[src/rtl/pin_select_pkg.sv]
// Constants and carrier types for the remappable pin select block
package pin_select_pkg;
  // ==========================================================================
  // Sizes
  localparam int N_PINS      = 8;   // Physical remappable pins
  localparam int N_VIRT      = 6;   // Virtual remappable pins
  localparam int N_INT       = 14;  // Internal sources, index 0 is ground
  localparam int N_INPUTS    = 8;   // Remappable peripheral inputs
  localparam int N_PERIPH    = 8;   // Remappable peripheral outputs
  localparam int N_SEL_REGS  = 4;   // Two 8-bit fields per select register
  localparam int FIELD_W     = 8;
  localparam int REG_W       = 16;

  // ==========================================================================
  // Register byte offsets
  localparam logic [7:0] OFS_CONTROL = 8'h00;
  localparam logic [7:0] OFS_KEY     = 8'h04;
  localparam logic [7:0] OFS_PINS    = 8'h08;
  localparam logic [7:0] OFS_INSEL   = 8'h10;
  localparam logic [7:0] OFS_OUTSEL  = 8'h20;
  localparam logic [7:0] OFS_SEL_MSK = 8'hF3;  // Strips the select index bits
  localparam int         SEL_IDX_LSB = 2;

  // ==========================================================================
  // Fields, keys and reset values
  localparam int          LOCK_BIT     = 11;
  localparam logic [7:0]  KEY_FIRST    = 8'h55;
  localparam logic [7:0]  KEY_SECOND   = 8'hAA;
  localparam logic [15:0] INSEL_RESET  = 16'hFFFF;
  localparam logic [15:0] OUTSEL_RESET = 16'h0000;
  localparam logic [7:0]  OUT_NULL     = 8'h00;

  // ==========================================================================
  // Input index map
  localparam logic [7:0] IDX_INT_HI  = 8'h0D;
  localparam logic [7:0] IDX_PIN_LO  = 8'h20;
  localparam logic [7:0] IDX_PIN_HI  = 8'h27;
  localparam logic [7:0] IDX_VIRT_LO = 8'hAA;
  localparam logic [7:0] IDX_VIRT_HI = 8'hAF;

  // ==========================================================================
  // Types
  typedef enum logic [2:0] {
    SEQ_IDLE  = 3'b001,
    SEQ_KEY1  = 3'b010,
    SEQ_ARMED = 3'b100
  } seq_state_t;

  typedef struct packed {
    logic       valid;
    logic       write;
    logic [7:0] addr;
  } bus_phase_t;
endpackage : pin_select_pkg

[src/rtl/remappable_pin_select.sv]
// Remappable pin select: AHB-Lite register file, lock sequence and pin/input muxes
//
// Chosen here: the register offsets and the AHB-Lite slave port.
`timescale 1ns/1ps

// Behaviour
// Route peripherals to any remappable pin
// Remappable peripheral has no default pin
// Fixed peripherals keep their default pin
// Remapped function overrides other digital functions
// Analog function always wins over remap
// Dedicated-pad and analog modules not remapped
// Locked select writes complete, change nothing
// Lock is control bit 11, 1 blocks
// Keys 0x55, 0xAA then lock write
// Lock holds until next key sequence
// Reset: inputs all ones, outputs zeros
// Lock resets unlocked
// Input fields are 8-bit pin indices
// Software relocks after mapping
// Software parks unused inputs and outputs
// Six virtual pins act as real ones
// Key writes must be consecutive writes
module remappable_pin_select (
  input  wire logic                                 hclk,
  input  wire logic                                 hresetn,
  input  wire logic                                 hsel,
  input  wire logic [31:0]                          haddr,
  input  wire logic [1:0]                           htrans,
  input  wire logic                                 hwrite,
  input  wire logic [2:0]                           hsize,
  input  wire logic [31:0]                          hwdata,
  input  wire logic                                 hready,
  output logic      [31:0]                          hrdata,
  output logic                                      hreadyout,
  output logic                                      hresp,
  input  wire logic [pin_select_pkg::N_PINS-1:0]    pin_in,
  output logic      [pin_select_pkg::N_PINS-1:0]    pin_out,
  output logic      [pin_select_pkg::N_PINS-1:0]    pin_oe,
  input  wire logic [pin_select_pkg::N_PINS-1:0]    default_out,
  input  wire logic [pin_select_pkg::N_PINS-1:0]    default_oe,
  input  wire logic [pin_select_pkg::N_PINS-1:0]    analog_en,
  input  wire logic [pin_select_pkg::N_VIRT-1:0]    virt_in,
  input  wire logic [pin_select_pkg::N_INT-1:0]     internal_sig,
  input  wire logic [pin_select_pkg::N_PERIPH-1:0]  periph_out,
  input  wire logic [pin_select_pkg::N_PERIPH-1:0]  periph_oe,
  output logic      [pin_select_pkg::N_INPUTS-1:0]  periph_in
);

  // ==========================================================================
  // Declarations
  pin_select_pkg::bus_phase_t  dp_reg;
  pin_select_pkg::seq_state_t  seq_reg;
  logic                        lock_reg;
  logic                        rd_wait_reg;
  logic [31:0]                 hrdata_reg;
  logic [15:0]                 insel_reg  [pin_select_pkg::N_SEL_REGS];
  logic [15:0]                 outsel_reg [pin_select_pkg::N_SEL_REGS];
  logic                        accept;
  logic                        wr_en;
  logic                        sel_hit_in;
  logic                        sel_hit_out;
  logic [1:0]                  sel_idx;
  logic [7:0]                  key_byte;
  logic [31:0]                 rdata_next;
  logic [pin_select_pkg::N_INPUTS-1:0] periph_in_next;
  logic [pin_select_pkg::N_PINS-1:0]   pin_out_next;
  logic [pin_select_pkg::N_PINS-1:0]   pin_oe_next;

  // Selects one 8-bit field out of a bank of two-field select registers
  function automatic logic [7:0] field_of(input logic [15:0] r, input int k);
    field_of = r[(k % 2) * pin_select_pkg::FIELD_W +: pin_select_pkg::FIELD_W];
  endfunction : field_of

  // Resolves an input index to a level; unlisted and reserved indices read low
  function automatic logic index_level(input logic [7:0] idx,
                                       input logic [pin_select_pkg::N_PINS-1:0] pins,
                                       input logic [pin_select_pkg::N_VIRT-1:0] virt,
                                       input logic [pin_select_pkg::N_INT-1:0] ints);
    logic [7:0] ofs;
    ofs = 8'h00;
    index_level = 1'b0;
    if (idx <= pin_select_pkg::IDX_INT_HI) begin
      index_level = ints[idx[3:0]] & (idx != 8'h00);                   // Index 0 is ground
    end else if (idx >= pin_select_pkg::IDX_PIN_LO && idx <= pin_select_pkg::IDX_PIN_HI) begin
      ofs = idx - pin_select_pkg::IDX_PIN_LO;
      index_level = pins[ofs[2:0]];
    end else if (idx >= pin_select_pkg::IDX_VIRT_LO && idx <= pin_select_pkg::IDX_VIRT_HI) begin
      ofs = idx - pin_select_pkg::IDX_VIRT_LO;
      index_level = virt[ofs[2:0]];
    end
  endfunction : index_level

  // ==========================================================================
  // AHB-Lite slave
  // Writes finish with no wait state; reads take one wait so hrdata comes from a flop
  assign accept    = hsel & htrans[1] & hready;
  assign hreadyout = ~rd_wait_reg;
  assign hresp     = 1'b0;
  assign hrdata    = hrdata_reg;
  assign wr_en     = dp_reg.valid & dp_reg.write;
  assign sel_idx   = dp_reg.addr[pin_select_pkg::SEL_IDX_LSB +: 2];
  assign sel_hit_in  = (dp_reg.addr & pin_select_pkg::OFS_SEL_MSK) == pin_select_pkg::OFS_INSEL;
  assign sel_hit_out = (dp_reg.addr & pin_select_pkg::OFS_SEL_MSK) == pin_select_pkg::OFS_OUTSEL;
  assign key_byte  = hwdata[7:0];

  // Address phase capture; held while a read waits since hready is low then
  always_ff @(posedge hclk or negedge hresetn) begin
    if (!hresetn) begin
      dp_reg <= '0;
    end else if (hready) begin
      dp_reg.valid <= accept;
      dp_reg.write <= hwrite;
      dp_reg.addr  <= {haddr[7:2], 2'b00};
    end
  end

  // Read wait flag, high for exactly the first data phase cycle of a read
  always_ff @(posedge hclk or negedge hresetn) begin
    if (!hresetn) begin
      rd_wait_reg <= 1'b0;
    end else begin
      rd_wait_reg <= accept & ~hwrite;
    end
  end

  // Read mux; unmapped offsets read as zero
  always_comb begin
    rdata_next = 32'h0000_0000;
    if (dp_reg.addr == pin_select_pkg::OFS_CONTROL) begin
      rdata_next[pin_select_pkg::LOCK_BIT] = lock_reg;
      rdata_next[2:0] = seq_reg;
    end else if (dp_reg.addr == pin_select_pkg::OFS_PINS) begin
      rdata_next[pin_select_pkg::N_PINS-1:0] = pin_in;
    end else if (sel_hit_in) begin
      rdata_next[15:0] = insel_reg[sel_idx];
    end else if (sel_hit_out) begin
      rdata_next[15:0] = outsel_reg[sel_idx];
    end
  end

  // Read data register, loaded during the wait cycle
  always_ff @(posedge hclk or negedge hresetn) begin
    if (!hresetn) begin
      hrdata_reg <= 32'h0000_0000;
    end else if (rd_wait_reg) begin
      hrdata_reg <= rdata_next;
    end
  end

  // ==========================================================================
  // Unlock sequence and lock bit
  // Only bus writes advance or abort the sequence; reads in between are harmless
  always_ff @(posedge hclk or negedge hresetn) begin
    if (!hresetn) begin
      seq_reg <= pin_select_pkg::SEQ_IDLE;
    end else if (wr_en) begin
      case (seq_reg)
        pin_select_pkg::SEQ_IDLE: begin
          if (dp_reg.addr == pin_select_pkg::OFS_KEY && key_byte == pin_select_pkg::KEY_FIRST) begin
            seq_reg <= pin_select_pkg::SEQ_KEY1;
          end
        end
        pin_select_pkg::SEQ_KEY1: begin
          if (dp_reg.addr == pin_select_pkg::OFS_KEY && key_byte == pin_select_pkg::KEY_SECOND) begin
            seq_reg <= pin_select_pkg::SEQ_ARMED;
          end else if (dp_reg.addr == pin_select_pkg::OFS_KEY && key_byte == pin_select_pkg::KEY_FIRST) begin
            seq_reg <= pin_select_pkg::SEQ_KEY1;
          end else begin
            seq_reg <= pin_select_pkg::SEQ_IDLE;
          end
        end
        pin_select_pkg::SEQ_ARMED: begin
          seq_reg <= pin_select_pkg::SEQ_IDLE;                         // One write only
        end
        default: begin
          seq_reg <= pin_select_pkg::SEQ_IDLE;
        end
      endcase
    end
  end

  // Lock changes only on a control write right after both keys; else it holds
  always_ff @(posedge hclk or negedge hresetn) begin
    if (!hresetn) begin
      lock_reg <= 1'b0;
    end else if (wr_en && seq_reg == pin_select_pkg::SEQ_ARMED &&
                 dp_reg.addr == pin_select_pkg::OFS_CONTROL) begin
      lock_reg <= hwdata[pin_select_pkg::LOCK_BIT];
    end
  end

  // ==========================================================================
  // Select registers
  // A locked write still answers OKAY; only the store is suppressed
  always_ff @(posedge hclk or negedge hresetn) begin
    if (!hresetn) begin
      for (int i = 0; i < pin_select_pkg::N_SEL_REGS; i++) begin
        insel_reg[i] <= pin_select_pkg::INSEL_RESET;
      end
    end else if (wr_en && sel_hit_in && !lock_reg) begin
      insel_reg[sel_idx] <= hwdata[15:0];
    end
  end

  always_ff @(posedge hclk or negedge hresetn) begin
    if (!hresetn) begin
      for (int i = 0; i < pin_select_pkg::N_SEL_REGS; i++) begin
        outsel_reg[i] <= pin_select_pkg::OUTSEL_RESET;
      end
    end else if (wr_en && sel_hit_out && !lock_reg) begin
      outsel_reg[sel_idx] <= hwdata[15:0];
    end
  end

  // ==========================================================================
  // Input routing: each peripheral input picks its source by index
  // Dedicated-pad and analog modules have no select field here at all
  always_comb begin
    for (int k = 0; k < pin_select_pkg::N_INPUTS; k++) begin
      periph_in_next[k] = index_level(field_of(insel_reg[k / 2], k), pin_in, virt_in, internal_sig);
    end
  end

  // Output routing: analog first, then a remapped peripheral, then the fixed function
  always_comb begin
    logic [7:0] sel;
    logic [7:0] code;
    sel  = 8'h00;
    code = 8'h00;
    for (int p = 0; p < pin_select_pkg::N_PINS; p++) begin
      sel  = field_of(outsel_reg[p / 2], p);
      code = sel - 8'h01;
      if (analog_en[p]) begin
        pin_out_next[p] = 1'b0;
        pin_oe_next[p]  = 1'b0;
      end else if (sel != pin_select_pkg::OUT_NULL && sel <= 8'(pin_select_pkg::N_PERIPH)) begin
        pin_out_next[p] = periph_out[code[2:0]];
        pin_oe_next[p]  = periph_oe[code[2:0]];
      end else begin
        pin_out_next[p] = default_out[p];
        pin_oe_next[p]  = default_oe[p];
      end
    end
  end

  // Registered pad and peripheral side outputs; one cycle of latency by design
  always_ff @(posedge hclk or negedge hresetn) begin
    if (!hresetn) begin
      periph_in <= '0;
      pin_out   <= '0;
      pin_oe    <= '0;
    end else begin
      periph_in <= periph_in_next;
      pin_out   <= pin_out_next;
      pin_oe    <= pin_oe_next;
    end
  end
endmodule : remappable_pin_select

[config.mk]
export PLATFORM = sky130hd
export DESIGN_NAME = remappable_pin_select
export DESIGN_NICKNAME = d
export VERILOG_FILES = /design/src/rtl/pin_select_pkg.sv /design/src/rtl/remappable_pin_select.sv
export SDC_FILE = /design/constraint.sdc
export NUM_CORES = 1
export LEC_CHECK = 0
export BUFFER_PORTS_ARGS = -buffer_cell sky130_fd_sc_hd__buf_2
export CORE_ASPECT_RATIO = 1.75
export CORE_UTILIZATION = 62
export CTS_CLUSTER_DIAMETER = 50
export CTS_CLUSTER_SIZE = 40
export DETAILED_ROUTE_END_ITERATION = 8
export GPL_TIMING_DRIVEN = 0
export PLACE_DENSITY = 0.94
export SLEW_MARGIN = 10
export SYNTH_ARGS = -nofsm -noshare
export SYNTH_HDL_FRONTEND = slang
export SYNTH_SLANG_ARGS = --single-unit
[constraint.sdc]
create_clock -name hclk -period 7 [get_ports hclk]
set_clock_uncertainty 0.1 [all_clocks]
set_input_delay 0 -clock hclk [delete_from_list [all_inputs] [get_ports hclk]]
set_output_delay 0 -clock hclk [all_outputs]
set_load 0.01 [all_outputs]
==> flow_metrics.py <==
metrics = {
    "status": {
        "outcome": "finished, final reports clean",
    },
    "floorplanning": {
        "io-pin-count": 200,
        "core_sq_mm": 0.0186,
        "row_count": 66,
        "die_area_sq_mm": 0.0196,
        "start_util_pct": 63.5,
        "die_height_um": 184,
        "chipWidth_um": 106,
    },
    "sta": {
        "setup_slack_ps": 3510,
        "finalCritPeriodShare_pct": 49.8,
        "final_max_slew_viol_count": 0,
        "rsz0062_at_grt": "false",
        "timing_hold_violations_final": 0,
        "setup_violations": 0,
        "tns_ps": 0,
        "period_needed_ps": 3490,
        "relSlewSlack_pct": 23.2,
        "worst_pin_slew_ps": 1140,
        "clock.fmax_ghz": 0.287,
    },
    "cells_and_area": {
        "stdcell_area_sq_mm": 0.0141,
        "diodes": 0,
        "layout-drive-gt1-share_pct": 46.7,
        "syn_to_final_growth_pct": 19.5,
        "final_util_pct": 75.9,
        "final_nets": 1289,
        "n_fill_cell": 1070,
    },
    "grt": {
        "grt_use_total_pct": 41.6,
        "grt_pass1_vias": 10760,
        "antenna_found_initial": 2,
        "gr-total-overflow": 0,
        "grt_max_degree": 111,
        "grt_pass1_wl_um": 59700,
    },
    "synth": {
        "synth_area_leaders": "dfrtp_1 (25%), mux4_2 (20%), dfstp_2 (14%)",
        "ys.flop_type": "dfrtp_1",
        "ys_types": 63,
        "synth_commonest_cells": "mux2_2 (128), dfrtp_1 (116), mux4_2 (105)",
        "syn_avg_cell_area_sq_um": 13.2,
        "async_flop_share_pct": 100,
        "synth_edf_count": 0,
        "seq_area_frac_synth_pct": 39.1,
        "netlist_area_sq_mm": 0.0118,
        "synth_most_common_cell": "mux2_2",
        "syn_inst": 894,
        "synth.largest_area_cell": "dfrtp_1",
        "yosysTopAreaCellShare_pct": 24.6,
        "ys_warn_count": 0,
        "ys_ff_latch": 181,
    },
    "cts": {
        "cts_resized": 0,
        "ctsLongestPathBuffers": 2,
        "cts.reportedPaths.clkPinSlew_ps": 70,
        "insertion_delay_ps": 450,
        "clock-root-buffer": "clkbuf_16",
        "cts_setup_buffers": 0,
        "cts_buffers": 17,
        "clkSinkCount": 181,
        "htree_num_levels": 4,
        "cts_tree": "yes",
    },
    "worst_setup_path": {
        "crit_type": "flip-flop to flip-flop",
        "worstPathArrival_ps": 3670,
        "path_max_fanout": 10,
        "worst_ep_required_time_ps": 7190,
        "crit_path_start_kind": "flip-flop",
        "crit_path_end_kind": "flip-flop",
    },
    "drt": {
        "avgViaCountPerCell": 7.36,
        "via_count": 10177,
        "dr.pass1.iters": 5,
        "post-route-drc-count": 0,
        "final_antenna_net_count": 0,
        "post_drt_wl_per_cell_um": 28.0,
        "drt_iter0_markers": 1252,
        "totalWireLength_um": 38700,
    },
    "power_and_ir_drop": {
        "power_density_mw_per_mm2": 224,
        "irDropWorstVdd_mv": 0.174,
        "p_total_w": 0.00315,
        "cellLeakagePower_nw": 5.92,
    },
    "placed_design": {
        "pre_cts_slack_ps": 3710,
        "gp_congestion": 0.933,
        "place_hpwl_um": 25200,
        "post_dp_cell_area_sq_mm": 0.0129,
        "io_buffers": 135,
    },
    "min_path": {
        "hp-class": "primary input to asynchronous set/reset pin",
    },
    "job": {
        "maxCapViolations": 0,
    },
}
-- logic make-up after synthesis --
kind of cell / count (synthesis) / share of synthesized area [%]
DFF: 181 / 39.1
and+or+nand+nor: 148 / 7.28
AOI/OAI and AO/OA: 128 / 8.04
other: 1 / 0.0318
buffers and inverters: 109 / 4.29
muxes: 295 / 38.4
adders and majority gates: 16 / 1.70
xor gates and xnor gates: 16 / 1.19
-- placed cells by master, fill, tap and decap left out, drive strengths merged, types with 3 or more instances in the layout --
cell type    synthesis  final
nand2               29     29
inv                 39     44
nor4b                3      3
a211o                6      6
nor4bb               5      5
nand3               16     16
a31oi                8      8
nor2b               14     14
mux4               105    105
nor2                26     26
a211oi               9      9
nor3                 5      5
clkbuf              28     48
xor2                 8      8
nand4                7      7
a21oi               26     26
o2bb2ai              8      8
xnor2                8      8
dfstp               65     65
or3                  4      4
clkinv               0      7
nor4                16     16
o311ai               6      6
mux2i               42     42
buf                 42    178
mux2               148    148
dfrtp              116    116
nand2b               8      8
a22oi               16     16
or3b                 4      4
dlygate4sd3          0     66
a311oi              18     18
a2111oi             10     10
ha                  16     16
o21ai                7      7
conb                 1     17
-- per-stage QoR --
step | hold WS [ps] | std cells
finish | 27.1 | 1382
global route | 66.6 | 1382
CTS | 26.4 | 1382
detailed placement | -95.9 | 1284
global placement | 68.5 | 1283
floorplan | -396 | 910
-- where the power goes --
group / internal (W) / switching, W
Clock: 0.000502 / 0.000443
Combinational: 0.000449 / 0.000454
Sequential: 0.00119 / 0.000120
-- per-layer routing --
| layer | vias to the layer above | wire length [um] | GRT usage (%) |
|---|---|---|---|
| met3 | 308 | 4180 | 9.97 |
| met2 | 932 | 19000 | 68.0 |
| met1 | 4961 | 11700 | 44.6 |
| met5 | - | 13 | 0 |
| met4 | 2 | 3800 | 36.7 |
| li1 | 3974 | - | - |
-- worst max-delay path, stage by stage, from the launching register on --
cell	delay, ps
dfrtp_1	490
buf_2	350
buf_1	810
clkbuf_1	720
mux4_2	440
a22oi_1	320
o2bb2ai_1	110
-- what timing repair did --
| item | in CTS | in global routing |
|---|---|---|
| endpoints found under the hold margin | 287 | 0 |
| endpoints found under the setup margin | 0 | 0 |
| hold buffers | 66 | 0 |
-- worst paths after layout --
path                                       start  cells after the start  slack [ps]                          to
max                        dp_reg[3]$_DFFE_PN0P_                      6        3510       hrdata[8]$_DFFE_PN0P_
min                                      hresetn                      2          30  outsel_reg[36]$_DFFE_PN0P_
max reg2reg                dp_reg[3]$_DFFE_PN0P_                      6        3510       hrdata[8]$_DFFE_PN0P_
min reg2reg                hrdata[8]$_DFFE_PN0P_                      1         400       hrdata[8]$_DFFE_PN0P_
max in group asynchronous                hresetn                      3        5860   insel_reg[10]$_DFFE_PN1P_
min in group hclk                      pin_in[1]                      4          50       hrdata[1]$_DFFE_PN0P_
-- cell type report --
class / count / area (sq um) / share of cell area [%]
buffer: 70 / 359 / 2.55
clock buffer: 20 / 479 / 3.40
tap: 238 / 298 / 2.11
multi-input combinational: 620 / 6740 / 47.8
inverter: 39 / 146 / 1.04
timing repair buffer: 202 / 1370 / 9.75
clock inverter: 12 / 90.1 / 0.639
sequential: 181 / 4610 / 32.7
Note: power is estimated with default switching activity, not from simulation.
